===== config.mk =====
export PLATFORM = sky130hd
export DESIGN_NAME = uart_flow_ctrl
export DESIGN_NICKNAME = d
export VERILOG_FILES = /design/src/core/uart_flow_pkg.sv /design/src/core/rx_sample_timer.sv /design/src/core/uart_flow_ctrl.sv
export VERILOG_INCLUDE_DIRS = /design/src /design/src/core
export SDC_FILE = /design/constraint.sdc
export NUM_CORES = 1
export LEC_CHECK = 0
export BUFFER_PORTS_ARGS = -buffer_cell sky130_fd_sc_hd__buf_4
export CORE_MARGIN = 8
export CORE_UTILIZATION = 35
export CTS_CLUSTER_SIZE = 20
export DETAILED_ROUTE_END_ITERATION = 6
export PLACE_DENSITY = 0.63
export SLEW_MARGIN = 20
export SYNTH_ARGS = -nofsm -noshare
export SYNTH_HDL_FRONTEND = slang
export SYNTH_SLANG_ARGS = --single-unit

===== constraint.sdc =====
create_clock -name clk -period 2.29 [get_ports clk]
set_input_delay 0 -clock clk [delete_from_list [all_inputs] [get_ports clk]]
set_output_delay 0 -clock clk [all_outputs]
set_load 0.02 [all_outputs]

===== src/core/uart_flow_regs.svh =====
// register offsets, field positions, reset values and timing counts of the flow-control block
`ifndef UART_FLOW_REGS_SVH
`define UART_FLOW_REGS_SVH

`define UF_CTRL_OFFSET     8'h30
`define UF_LEVEL_OFFSET    8'h34
`define UF_MASK_OFFSET     8'h38
`define UF_STATUS_OFFSET   8'h44

`define UF_CTRL_ENABLE_BIT   0
`define UF_CTRL_OVS_BIT      3
`define UF_CTRL_TXE_BIT      8
`define UF_CTRL_RXE_BIT      9
`define UF_CTRL_RTS_BIT      11
`define UF_CTRL_AUTO_REQUEST_FLOW_ENABLE_BIT    14
`define UF_CTRL_AUTO_CLEAR_FLOW_ENABLE_BIT    15
`define UF_CTRL_DELAY_LSB    16
`define UF_CTRL_DELAY_MSB    19
`define UF_LEVEL_TX_LSB      0
`define UF_LEVEL_TX_MSB      2
`define UF_LEVEL_RX_LSB      3
`define UF_LEVEL_RX_MSB      5
`define UF_IRQ_RX_BIT        4
`define UF_IRQ_TX_BIT        5

`define UF_CTRL_RESET      32'h0004_0300
`define UF_CTRL_WMASK      32'h000f_cb09
`define UF_LEVEL_RESET     6'h12
`define UF_IRQ_WMASK       32'h0000_0030

`define UF_BIT_CYCLES_16   5'h10
`define UF_BIT_CYCLES_8    5'h08

`endif


===== src/core/uart_flow_pkg.sv =====
// types shared by the flow-control block and its receive sample timer
package uart_flow_pkg;
  typedef enum logic [1:0] {
    TIMER_IDLE,
    TIMER_START,
    TIMER_BITS
  } sample_state_e;

  typedef logic [3:0] start_delay_t;
  typedef logic [2:0] trigger_code_t;
endpackage


===== src/core/rx_sample_timer.sv =====
// receive sample timer: start-bit wait, then one sample strobe per bit time
`timescale 1ns/1ps
`include "uart_flow_regs.svh"
module rx_sample_timer
  import uart_flow_pkg::*;
#(
  parameter int FRAME_BITS = 10
) (
  input  wire logic         clk,
  input  wire logic         srst,
  input  wire logic         baudTick,
  input  wire logic         startEdge,
  input  wire start_delay_t startDelay,
  input  wire logic         highBaud,
  input  wire logic         oversample8,
  output logic              sampleStrobe,
  output logic              busy
);
  sample_state_e state_reg, state_next;
  logic [4:0]    cnt_reg, cnt_next;
  logic [4:0]    bitIdx_reg, bitIdx_next;
  logic          strobe_next;
  logic [4:0]    period;
  logic [4:0]    startTarget;

  always_comb begin
    period      = oversample8 ? `UF_BIT_CYCLES_8 : `UF_BIT_CYCLES_16;
    // mid-bit normally; high baud rates use the programmed wait instead
    startTarget = highBaud ? {1'b0, startDelay} : (period >> 1) - 5'h01;
    state_next  = state_reg;
    cnt_next    = cnt_reg;
    bitIdx_next = bitIdx_reg;
    strobe_next = 1'b0;
    case (state_reg)
      TIMER_IDLE: begin
        if (startEdge) begin
          cnt_next   = 5'h00;
          state_next = TIMER_START;
        end
      end
      TIMER_START: begin
        if (baudTick) begin
          if (cnt_reg == startTarget) begin
            strobe_next = 1'b1;
            cnt_next    = 5'h00;
            bitIdx_next = 5'h01;
            state_next  = TIMER_BITS;
          end else begin
            cnt_next = cnt_reg + 5'h01;
          end
        end
      end
      TIMER_BITS: begin
        if (baudTick) begin
          if (cnt_reg == period - 5'h01) begin
            strobe_next = 1'b1;
            cnt_next    = 5'h00;
            if (bitIdx_reg == 5'(FRAME_BITS - 1)) begin
              state_next = TIMER_IDLE;
            end else begin
              bitIdx_next = bitIdx_reg + 5'h01;
            end
          end else begin
            cnt_next = cnt_reg + 5'h01;
          end
        end
      end
      default: state_next = TIMER_IDLE;
    endcase
  end

  always_ff @(posedge clk) begin
    if (srst) begin
      state_reg    <= TIMER_IDLE;
      cnt_reg      <= 5'h00;
      bitIdx_reg   <= 5'h00;
      sampleStrobe <= 1'b0;
      busy         <= 1'b0;
    end else begin
      state_reg    <= state_next;
      cnt_reg      <= cnt_next;
      bitIdx_reg   <= bitIdx_next;
      sampleStrobe <= strobe_next;
      busy         <= (state_next != TIMER_IDLE);
    end
  end
endmodule


===== src/core/uart_flow_ctrl.sv =====
// uart flow control, start-bit timing, fifo trigger levels and their interrupt
//
// What this block does
// - with hardware request control on, assert request-to-send only while receive fifo has room.
// - with clear-to-send control on, start a character only while clear-to-send is asserted.
// - four-bit start-bit wait, bits 19:16, reset 0x4, sets receiver wait after start edge.
// - start-bit wait applies only with integer divisor 1 and eight-cycle oversampling.
// - transmit level field bits 2:0 picks empty fraction 1/64 to 3/4 for interrupt.
// - transmit level field resets to 0x2, one sixteenth empty.
// - receive level field bits 5:3 picks full fraction 1/64 to 3/4 for interrupt.
// - receive level field resets to 0x2, one sixteenth full.
// - oversample control gives sixteen cycles per bit when clear, eight when set.
// - disabling mid-character lets the current character finish first.
//
// The plain strobed port was left to the implementer.
`timescale 1ns/1ps
`include "uart_flow_regs.svh"
module uart_flow_ctrl
  import uart_flow_pkg::*;
#(
  parameter int FIFO_DEPTH = 64,
  parameter int LEVEL_W    = $clog2(FIFO_DEPTH) + 1,
  parameter int FRAME_BITS = 10
) (
  input  wire logic               clk,
  input  wire logic               srst,
  input  wire logic [7:0]         addr,
  input  wire logic [31:0]        wrData,
  input  wire logic               wrStrobe,
  input  wire logic               rdStrobe,
  output logic [31:0]             rdData,
  input  wire logic [15:0]        baudIntegerDivisor,
  input  wire logic               baudTick,
  input  wire logic [LEVEL_W-1:0] txFifoLevel,
  input  wire logic [LEVEL_W-1:0] rxFifoLevel,
  input  wire logic               txBusy,
  input  wire logic               ctsInN,
  input  wire logic               rxLine,
  output logic                    rtsOutN,
  output logic                    txStartAllowed,
  output logic                    txRun,
  output logic                    rxRun,
  output logic                    oversample8,
  output logic                    rxSampleStrobe,
  output logic                    rxBusy,
  output logic                    irqOut
);
  // fifo fill needed for a given trigger code; 111b falls back to the 3/4 point
  function automatic logic [LEVEL_W-1:0] trigger_threshold(input trigger_code_t code);
    logic [LEVEL_W-1:0] depth;
    depth = LEVEL_W'(FIFO_DEPTH);
    case (code)
      3'h0:    trigger_threshold = depth >> 6;
      3'h1:    trigger_threshold = depth >> 5;
      3'h2:    trigger_threshold = depth >> 4;
      3'h3:    trigger_threshold = depth >> 3;
      3'h4:    trigger_threshold = depth >> 2;
      3'h5:    trigger_threshold = depth >> 1;
      default: trigger_threshold = (depth >> 1) + (depth >> 2);
    endcase
  endfunction

  logic [31:0]        ctrl_reg, ctrl_next;
  logic [5:0]         level_reg, level_next;
  logic [31:0]        mask_reg, mask_next;
  logic [31:0]        status_reg, status_next;
  logic [31:0]        rdData_next;
  logic               irq_next;
  logic               ctsMeta_reg, ctsSync_reg;
  logic               rxMeta_reg, rxSync_reg, rxPrev_reg;
  logic               txHit_reg, rxHit_reg;
  logic               txHit, rxHit;
  logic               rts_next, cts_next, txRun_next, rxRun_next;
  logic               rxStartEdge;
  logic               highBaud;
  logic [LEVEL_W-1:0] txEmpty;
  logic [31:0]        events;
  logic               timerBusy;
  logic               timerStrobe;

  // register writes and reads
  always_comb begin
    ctrl_next   = ctrl_reg;
    level_next  = level_reg;
    mask_next   = mask_reg;
    rdData_next = 32'h0000_0000;
    if (wrStrobe) begin
      case (addr)
        `UF_CTRL_OFFSET:  ctrl_next = wrData & `UF_CTRL_WMASK;
        `UF_LEVEL_OFFSET: level_next = wrData[5:0];
        `UF_MASK_OFFSET:  mask_next = wrData & `UF_IRQ_WMASK;
        default:          ;
      endcase
    end
    if (rdStrobe) begin
      case (addr)
        `UF_CTRL_OFFSET:   rdData_next = ctrl_reg;
        `UF_LEVEL_OFFSET:  rdData_next = {26'h0000000, level_reg};
        `UF_MASK_OFFSET:   rdData_next = mask_reg;
        `UF_STATUS_OFFSET: rdData_next = status_reg;
        default:           rdData_next = 32'h0000_0000;
      endcase
    end
  end

  always_ff @(posedge clk) begin
    if (srst) begin
      ctrl_reg  <= `UF_CTRL_RESET;
      level_reg <= `UF_LEVEL_RESET;
      mask_reg  <= 32'h0000_0000;
      rdData    <= 32'h0000_0000;
    end else begin
      ctrl_reg  <= ctrl_next;
      level_reg <= level_next;
      mask_reg  <= mask_next;
      rdData    <= rdData_next;
    end
  end

  // pin synchronisers; the first stage is never looked at
  always_ff @(posedge clk) begin
    if (srst) begin
      ctsMeta_reg <= 1'b1;
      ctsSync_reg <= 1'b1;
      rxMeta_reg  <= 1'b1;
      rxSync_reg  <= 1'b1;
      rxPrev_reg  <= 1'b1;
    end else begin
      ctsMeta_reg <= ctsInN;
      ctsSync_reg <= ctsMeta_reg;
      rxMeta_reg  <= rxLine;
      rxSync_reg  <= rxMeta_reg;
      rxPrev_reg  <= rxSync_reg;
    end
  end

  // trigger levels: level conditions, with rising edges as sticky events
  always_comb begin
    txEmpty = LEVEL_W'(FIFO_DEPTH) - txFifoLevel;
    txHit   = txEmpty >= trigger_threshold(level_reg[`UF_LEVEL_TX_MSB:`UF_LEVEL_TX_LSB]);
    rxHit   = rxFifoLevel >= trigger_threshold(level_reg[`UF_LEVEL_RX_MSB:`UF_LEVEL_RX_LSB]);
    events  = 32'h0000_0000;
    events[`UF_IRQ_TX_BIT] = txHit & ~txHit_reg;
    events[`UF_IRQ_RX_BIT] = rxHit & ~rxHit_reg;
    // an event landing on the clearing write survives it
    status_next = status_reg;
    if (wrStrobe && addr == `UF_STATUS_OFFSET) begin
      status_next = status_reg & ~(wrData & `UF_IRQ_WMASK);
    end
    status_next = status_next | events;
    irq_next    = |(status_next & mask_reg);
  end

  always_ff @(posedge clk) begin
    if (srst) begin
      txHit_reg  <= 1'b0;
      rxHit_reg  <= 1'b0;
      status_reg <= 32'h0000_0000;
      irqOut     <= 1'b0;
    end else begin
      txHit_reg  <= txHit;
      rxHit_reg  <= rxHit;
      status_reg <= status_next;
      irqOut     <= irq_next;
    end
  end

  // flow control and enables
  always_comb begin
    if (ctrl_reg[`UF_CTRL_AUTO_REQUEST_FLOW_ENABLE_BIT]) begin
      // pin is active low: low asks the partner to send
      rts_next = ~(rxFifoLevel < LEVEL_W'(FIFO_DEPTH));
    end else begin
      rts_next = ~ctrl_reg[`UF_CTRL_RTS_BIT];
    end
    cts_next = ~ctrl_reg[`UF_CTRL_AUTO_CLEAR_FLOW_ENABLE_BIT] | ~ctsSync_reg;
    // a character already in flight keeps its side running after disable
    txRun_next = (ctrl_reg[`UF_CTRL_ENABLE_BIT] & ctrl_reg[`UF_CTRL_TXE_BIT]) | txBusy;
    rxRun_next = (ctrl_reg[`UF_CTRL_ENABLE_BIT] & ctrl_reg[`UF_CTRL_RXE_BIT]) | timerBusy;
    highBaud   = (baudIntegerDivisor == 16'h0001) & ctrl_reg[`UF_CTRL_OVS_BIT];
    // new frames only start while enabled; the timer finishes on its own
    rxStartEdge = rxPrev_reg & ~rxSync_reg & ctrl_reg[`UF_CTRL_ENABLE_BIT] & ctrl_reg[`UF_CTRL_RXE_BIT];
  end

  always_ff @(posedge clk) begin
    if (srst) begin
      rtsOutN        <= 1'b1;
      txStartAllowed <= 1'b1;
      txRun          <= 1'b0;
      rxRun          <= 1'b0;
      oversample8    <= 1'b0;
      rxSampleStrobe <= 1'b0;
      rxBusy         <= 1'b0;
    end else begin
      rtsOutN        <= rts_next;
      txStartAllowed <= cts_next;
      txRun          <= txRun_next;
      rxRun          <= rxRun_next;
      oversample8    <= ctrl_reg[`UF_CTRL_OVS_BIT];
      rxSampleStrobe <= timerStrobe;
      rxBusy         <= timerBusy;
    end
  end

  rx_sample_timer #(
    .FRAME_BITS (FRAME_BITS)
  ) sampleTimer (
    .clk          (clk),
    .srst         (srst),
    .baudTick     (baudTick),
    .startEdge    (rxStartEdge & ~timerBusy),
    .startDelay   (ctrl_reg[`UF_CTRL_DELAY_MSB:`UF_CTRL_DELAY_LSB]),
    .highBaud     (highBaud),
    .oversample8  (ctrl_reg[`UF_CTRL_OVS_BIT]),
    .sampleStrobe (timerStrobe),
    .busy         (timerBusy)
  );
endmodule


==> results.toml <==
[die]
num_io_pins = 118
rows = 35
dieArea_um2 = 13000
fp.dieW_um = 114
die_h_um = 114
initial_core_util_pct = 36.2
core-area_um2 = 9280

[sta]
rsz0062_at_grt = "true"
relSlewSlack_pct = 53.0
tightestPinTransition_ns = 0.704
finClkSkew_ns = 0.0106
setup_viol = 0
drv_slew = 0
holdWs_ns = 0.0356
fin_crit_sh_pct = 99.2
finalHoldViolations = 0
fmax_ghz = 0.440
post-route-min-period_ns = 2.27
final.setup.tns_ns = 0

[critical_path]
slowest_delay_ns = 0.35
crit_chain = "inv_2, or3_1, ha_1, a21o_1, a21o_1, a211o_1, a211oi_2, o31ai_2, a22o_1"
r2r_cells = 9
cp_common_cell = "a21o_1"
arrival_ns = 2.50
end_kind = "register"
timing_worst_setup_path_type = "register to register"
worstSetupStartpointType = "register"
cp_slowest_cell = "or3_1"
cp.required_ns = 2.52
crit_fanout = 3

[route]
vias = 3003
drtAntennaViolNets = 0
drc = 0
drt-initial-drc-count = 172
viasPerCell = 4.81
dr.pass1.iters = 5
avgRoutedWirePerCell_um = 14.0
wirelength_mm = 8.75

[layout]
fillerInstances = 905
drive_gt1_share_pct = 28.1
final_cells = 624
antenna_cells = 0
fin_util_pct = 49.3
largest_reg_flops = 15
nets = 588
area_delta_synth_final_pct = 36.2

[logic_synthesis]
synth-edff-count = 0
synth_area_um2 = 3360
ys_ff_latch = 65
ys_warn_count = 0
yosysMostFrequentCell = "dfxtp_1"
netlist_instances = 371
synth_ff_type = "dfxtp_1"
synth_commonest_cells = "65 x dfxtp_1, 33 x nor2_1, 25 x nand2_1"
synth.avg_cell_area_um2 = 9.05
ys_async_sr_fraction_pct = 0
synth_top_area_share_pct = 38.8
synth_area_leader_cell = "dfxtp_1"
synthTopCellsByArea = "dfxtp_1 39%, ha_1 7.5%, mux2i_1 6.0%"
yosysUniqueCellTypes = 56
ys_seq_area_share_pct = 38.8

[global_route]
grt_remaining_overflow = 0
grtUsageTotal_pct = 13.3
antenna_found_initial = 0
grt_pass1_vias = 3000
grt_first_pass_wirelength_mm = 14.1
grt_max_degree = 33

[min_path]
min_path_type = "primary input to register"
whs_path_depth = 4

[cts]
clk_latency_ns = 0.34
cts_tree = "done"
cts_root_buf = "clkbuf_8"
cts_made_buffers = 9
clk_pin_slew_worst_paths_ns = 0.07
h-tree-depth = 3
cts_buffer_depth = 2
cts.sinks = 65

[run]
drv_cap = 0

[power]
leakagePower_uw = 0.00197
p_total_uw = 2290
powerDensity_nw_per_um2 = 501
vdd_ir_drop_max_v = 0.000271
internal_power_uw = 1730
p_seq_share_pct = 50.1
p_sw_share_pct = 24.5
clkPwrFrac_pct = 39.2
netSwitchingPower_uw = 561
comb_power_share_pct = 10.7

[placed_design]
dp_hpwl_mm = 6.38
port-buffer-count = 83
dp.cells = 579
gp_congestion = 0.889

[outcome]
status = "completed"
-- cell usage in the layout (no fill, tap or decap), types with 3 or more instances in the layout --
master,n
or3_1,5
nand3_1,13
xnor2_1,6
a21oi_1,14
or2_2,5
inv_1,13
and3_1,4
nand3b_1,3
dlygate4sd3_1,27
dfxtp_2,3
o21ai_0,14
ha_1,20
nor3_1,10
nand2b_1,4
nor2b_1,6
dfxtp_1,62
a211oi_1,4
a31oi_1,4
clkbuf_8,11
mux2i_1,20
nor4_2,3
nor4_1,3
nor2_1,33
conb_1,17
nand4_1,3
nor4b_2,3
buf_4,97
o31ai_1,3
nand2_1,25
a21o_1,7
and2_1,14
-- power groups by stage --
| stage | sequential (uW) | clock [uW] | combinational, uW |
|---|---|---|---|
| floorplan | 1170 | 0 | 121 |
| global placement | 1170 | 0 | 204 |
| detailed placement | 1170 | 0 | 206 |
| CTS | 1150 | 922 | 241 |
| global route | 1150 | 977 | 267 |
| finish | 1150 | 898 | 244 |
-- cells by family after synthesis --
family	share of synthesized area, %
simple gates	23.3
compound gates	13.7
flops	38.8
buf+inv	8.65
fa+ha+maj	7.45
mux	5.96
xor+xnor	2.09
other cells	0.112
-- final cells by class --
class	count	area, um^2	area share [%]
multi-input combinational	276	1870	40.9
sequential	65	1310	28.5
timing repair buffer	124	998	21.8
tap	129	161	3.53
clock buffer	13	159	3.47
inverter	14	52.6	1.15
clock inverter	3	25.0	0.547
-- path summary, 6_finish.rpt --
check | start | to | slack [ns]
worst max-delay path | level_reg[0] | irqOut | 0.02
worst min-delay path | addr[3] | rdData[0] | 0.04
worst max register to register | level_reg[0] | irqOut | 0.02
worst min register to register | ctsSync_reg | txStartAllowed | 0.39
-- critical path, delay by kind of cell, from the launching register on --
family	cells	cell delay [ns]
AO/OA/AOI/OAI	6	1.14
AND/OR/NAND/NOR	1	0.35
flip-flops	1	0.34
adder cells (fa/ha/maj)	1	0.28
buffers and inverters	1	0.04
-- through the flow --
step	setup slack, ns	cell area, um^2
CTS	-0.0522	4550
detailed placement	-0.179	4070
global route	-0.0818	4570
floorplan	0.00783	3420
finish	0.0189	4570
global placement	-0.0642	4070
-- per-layer routing --
layer,up-vias,wire length [um],global-route usage (%)
li1,1514,-,-
met5,-,0,0
met2,76,4320,22.9
met4,0,88,4.08
met1,1400,3850,15.6
met3,13,497,4.01
-- what timing repair did --
item,CTS,global route
pin swaps,5,5
buffers inserted,2,0
endpoints found under the hold margin,25,0
gates resized for setup,5,5
endpoints found under the setup margin,2,2
hold buffers,27,0
Power figures use the tool's default switching activity.
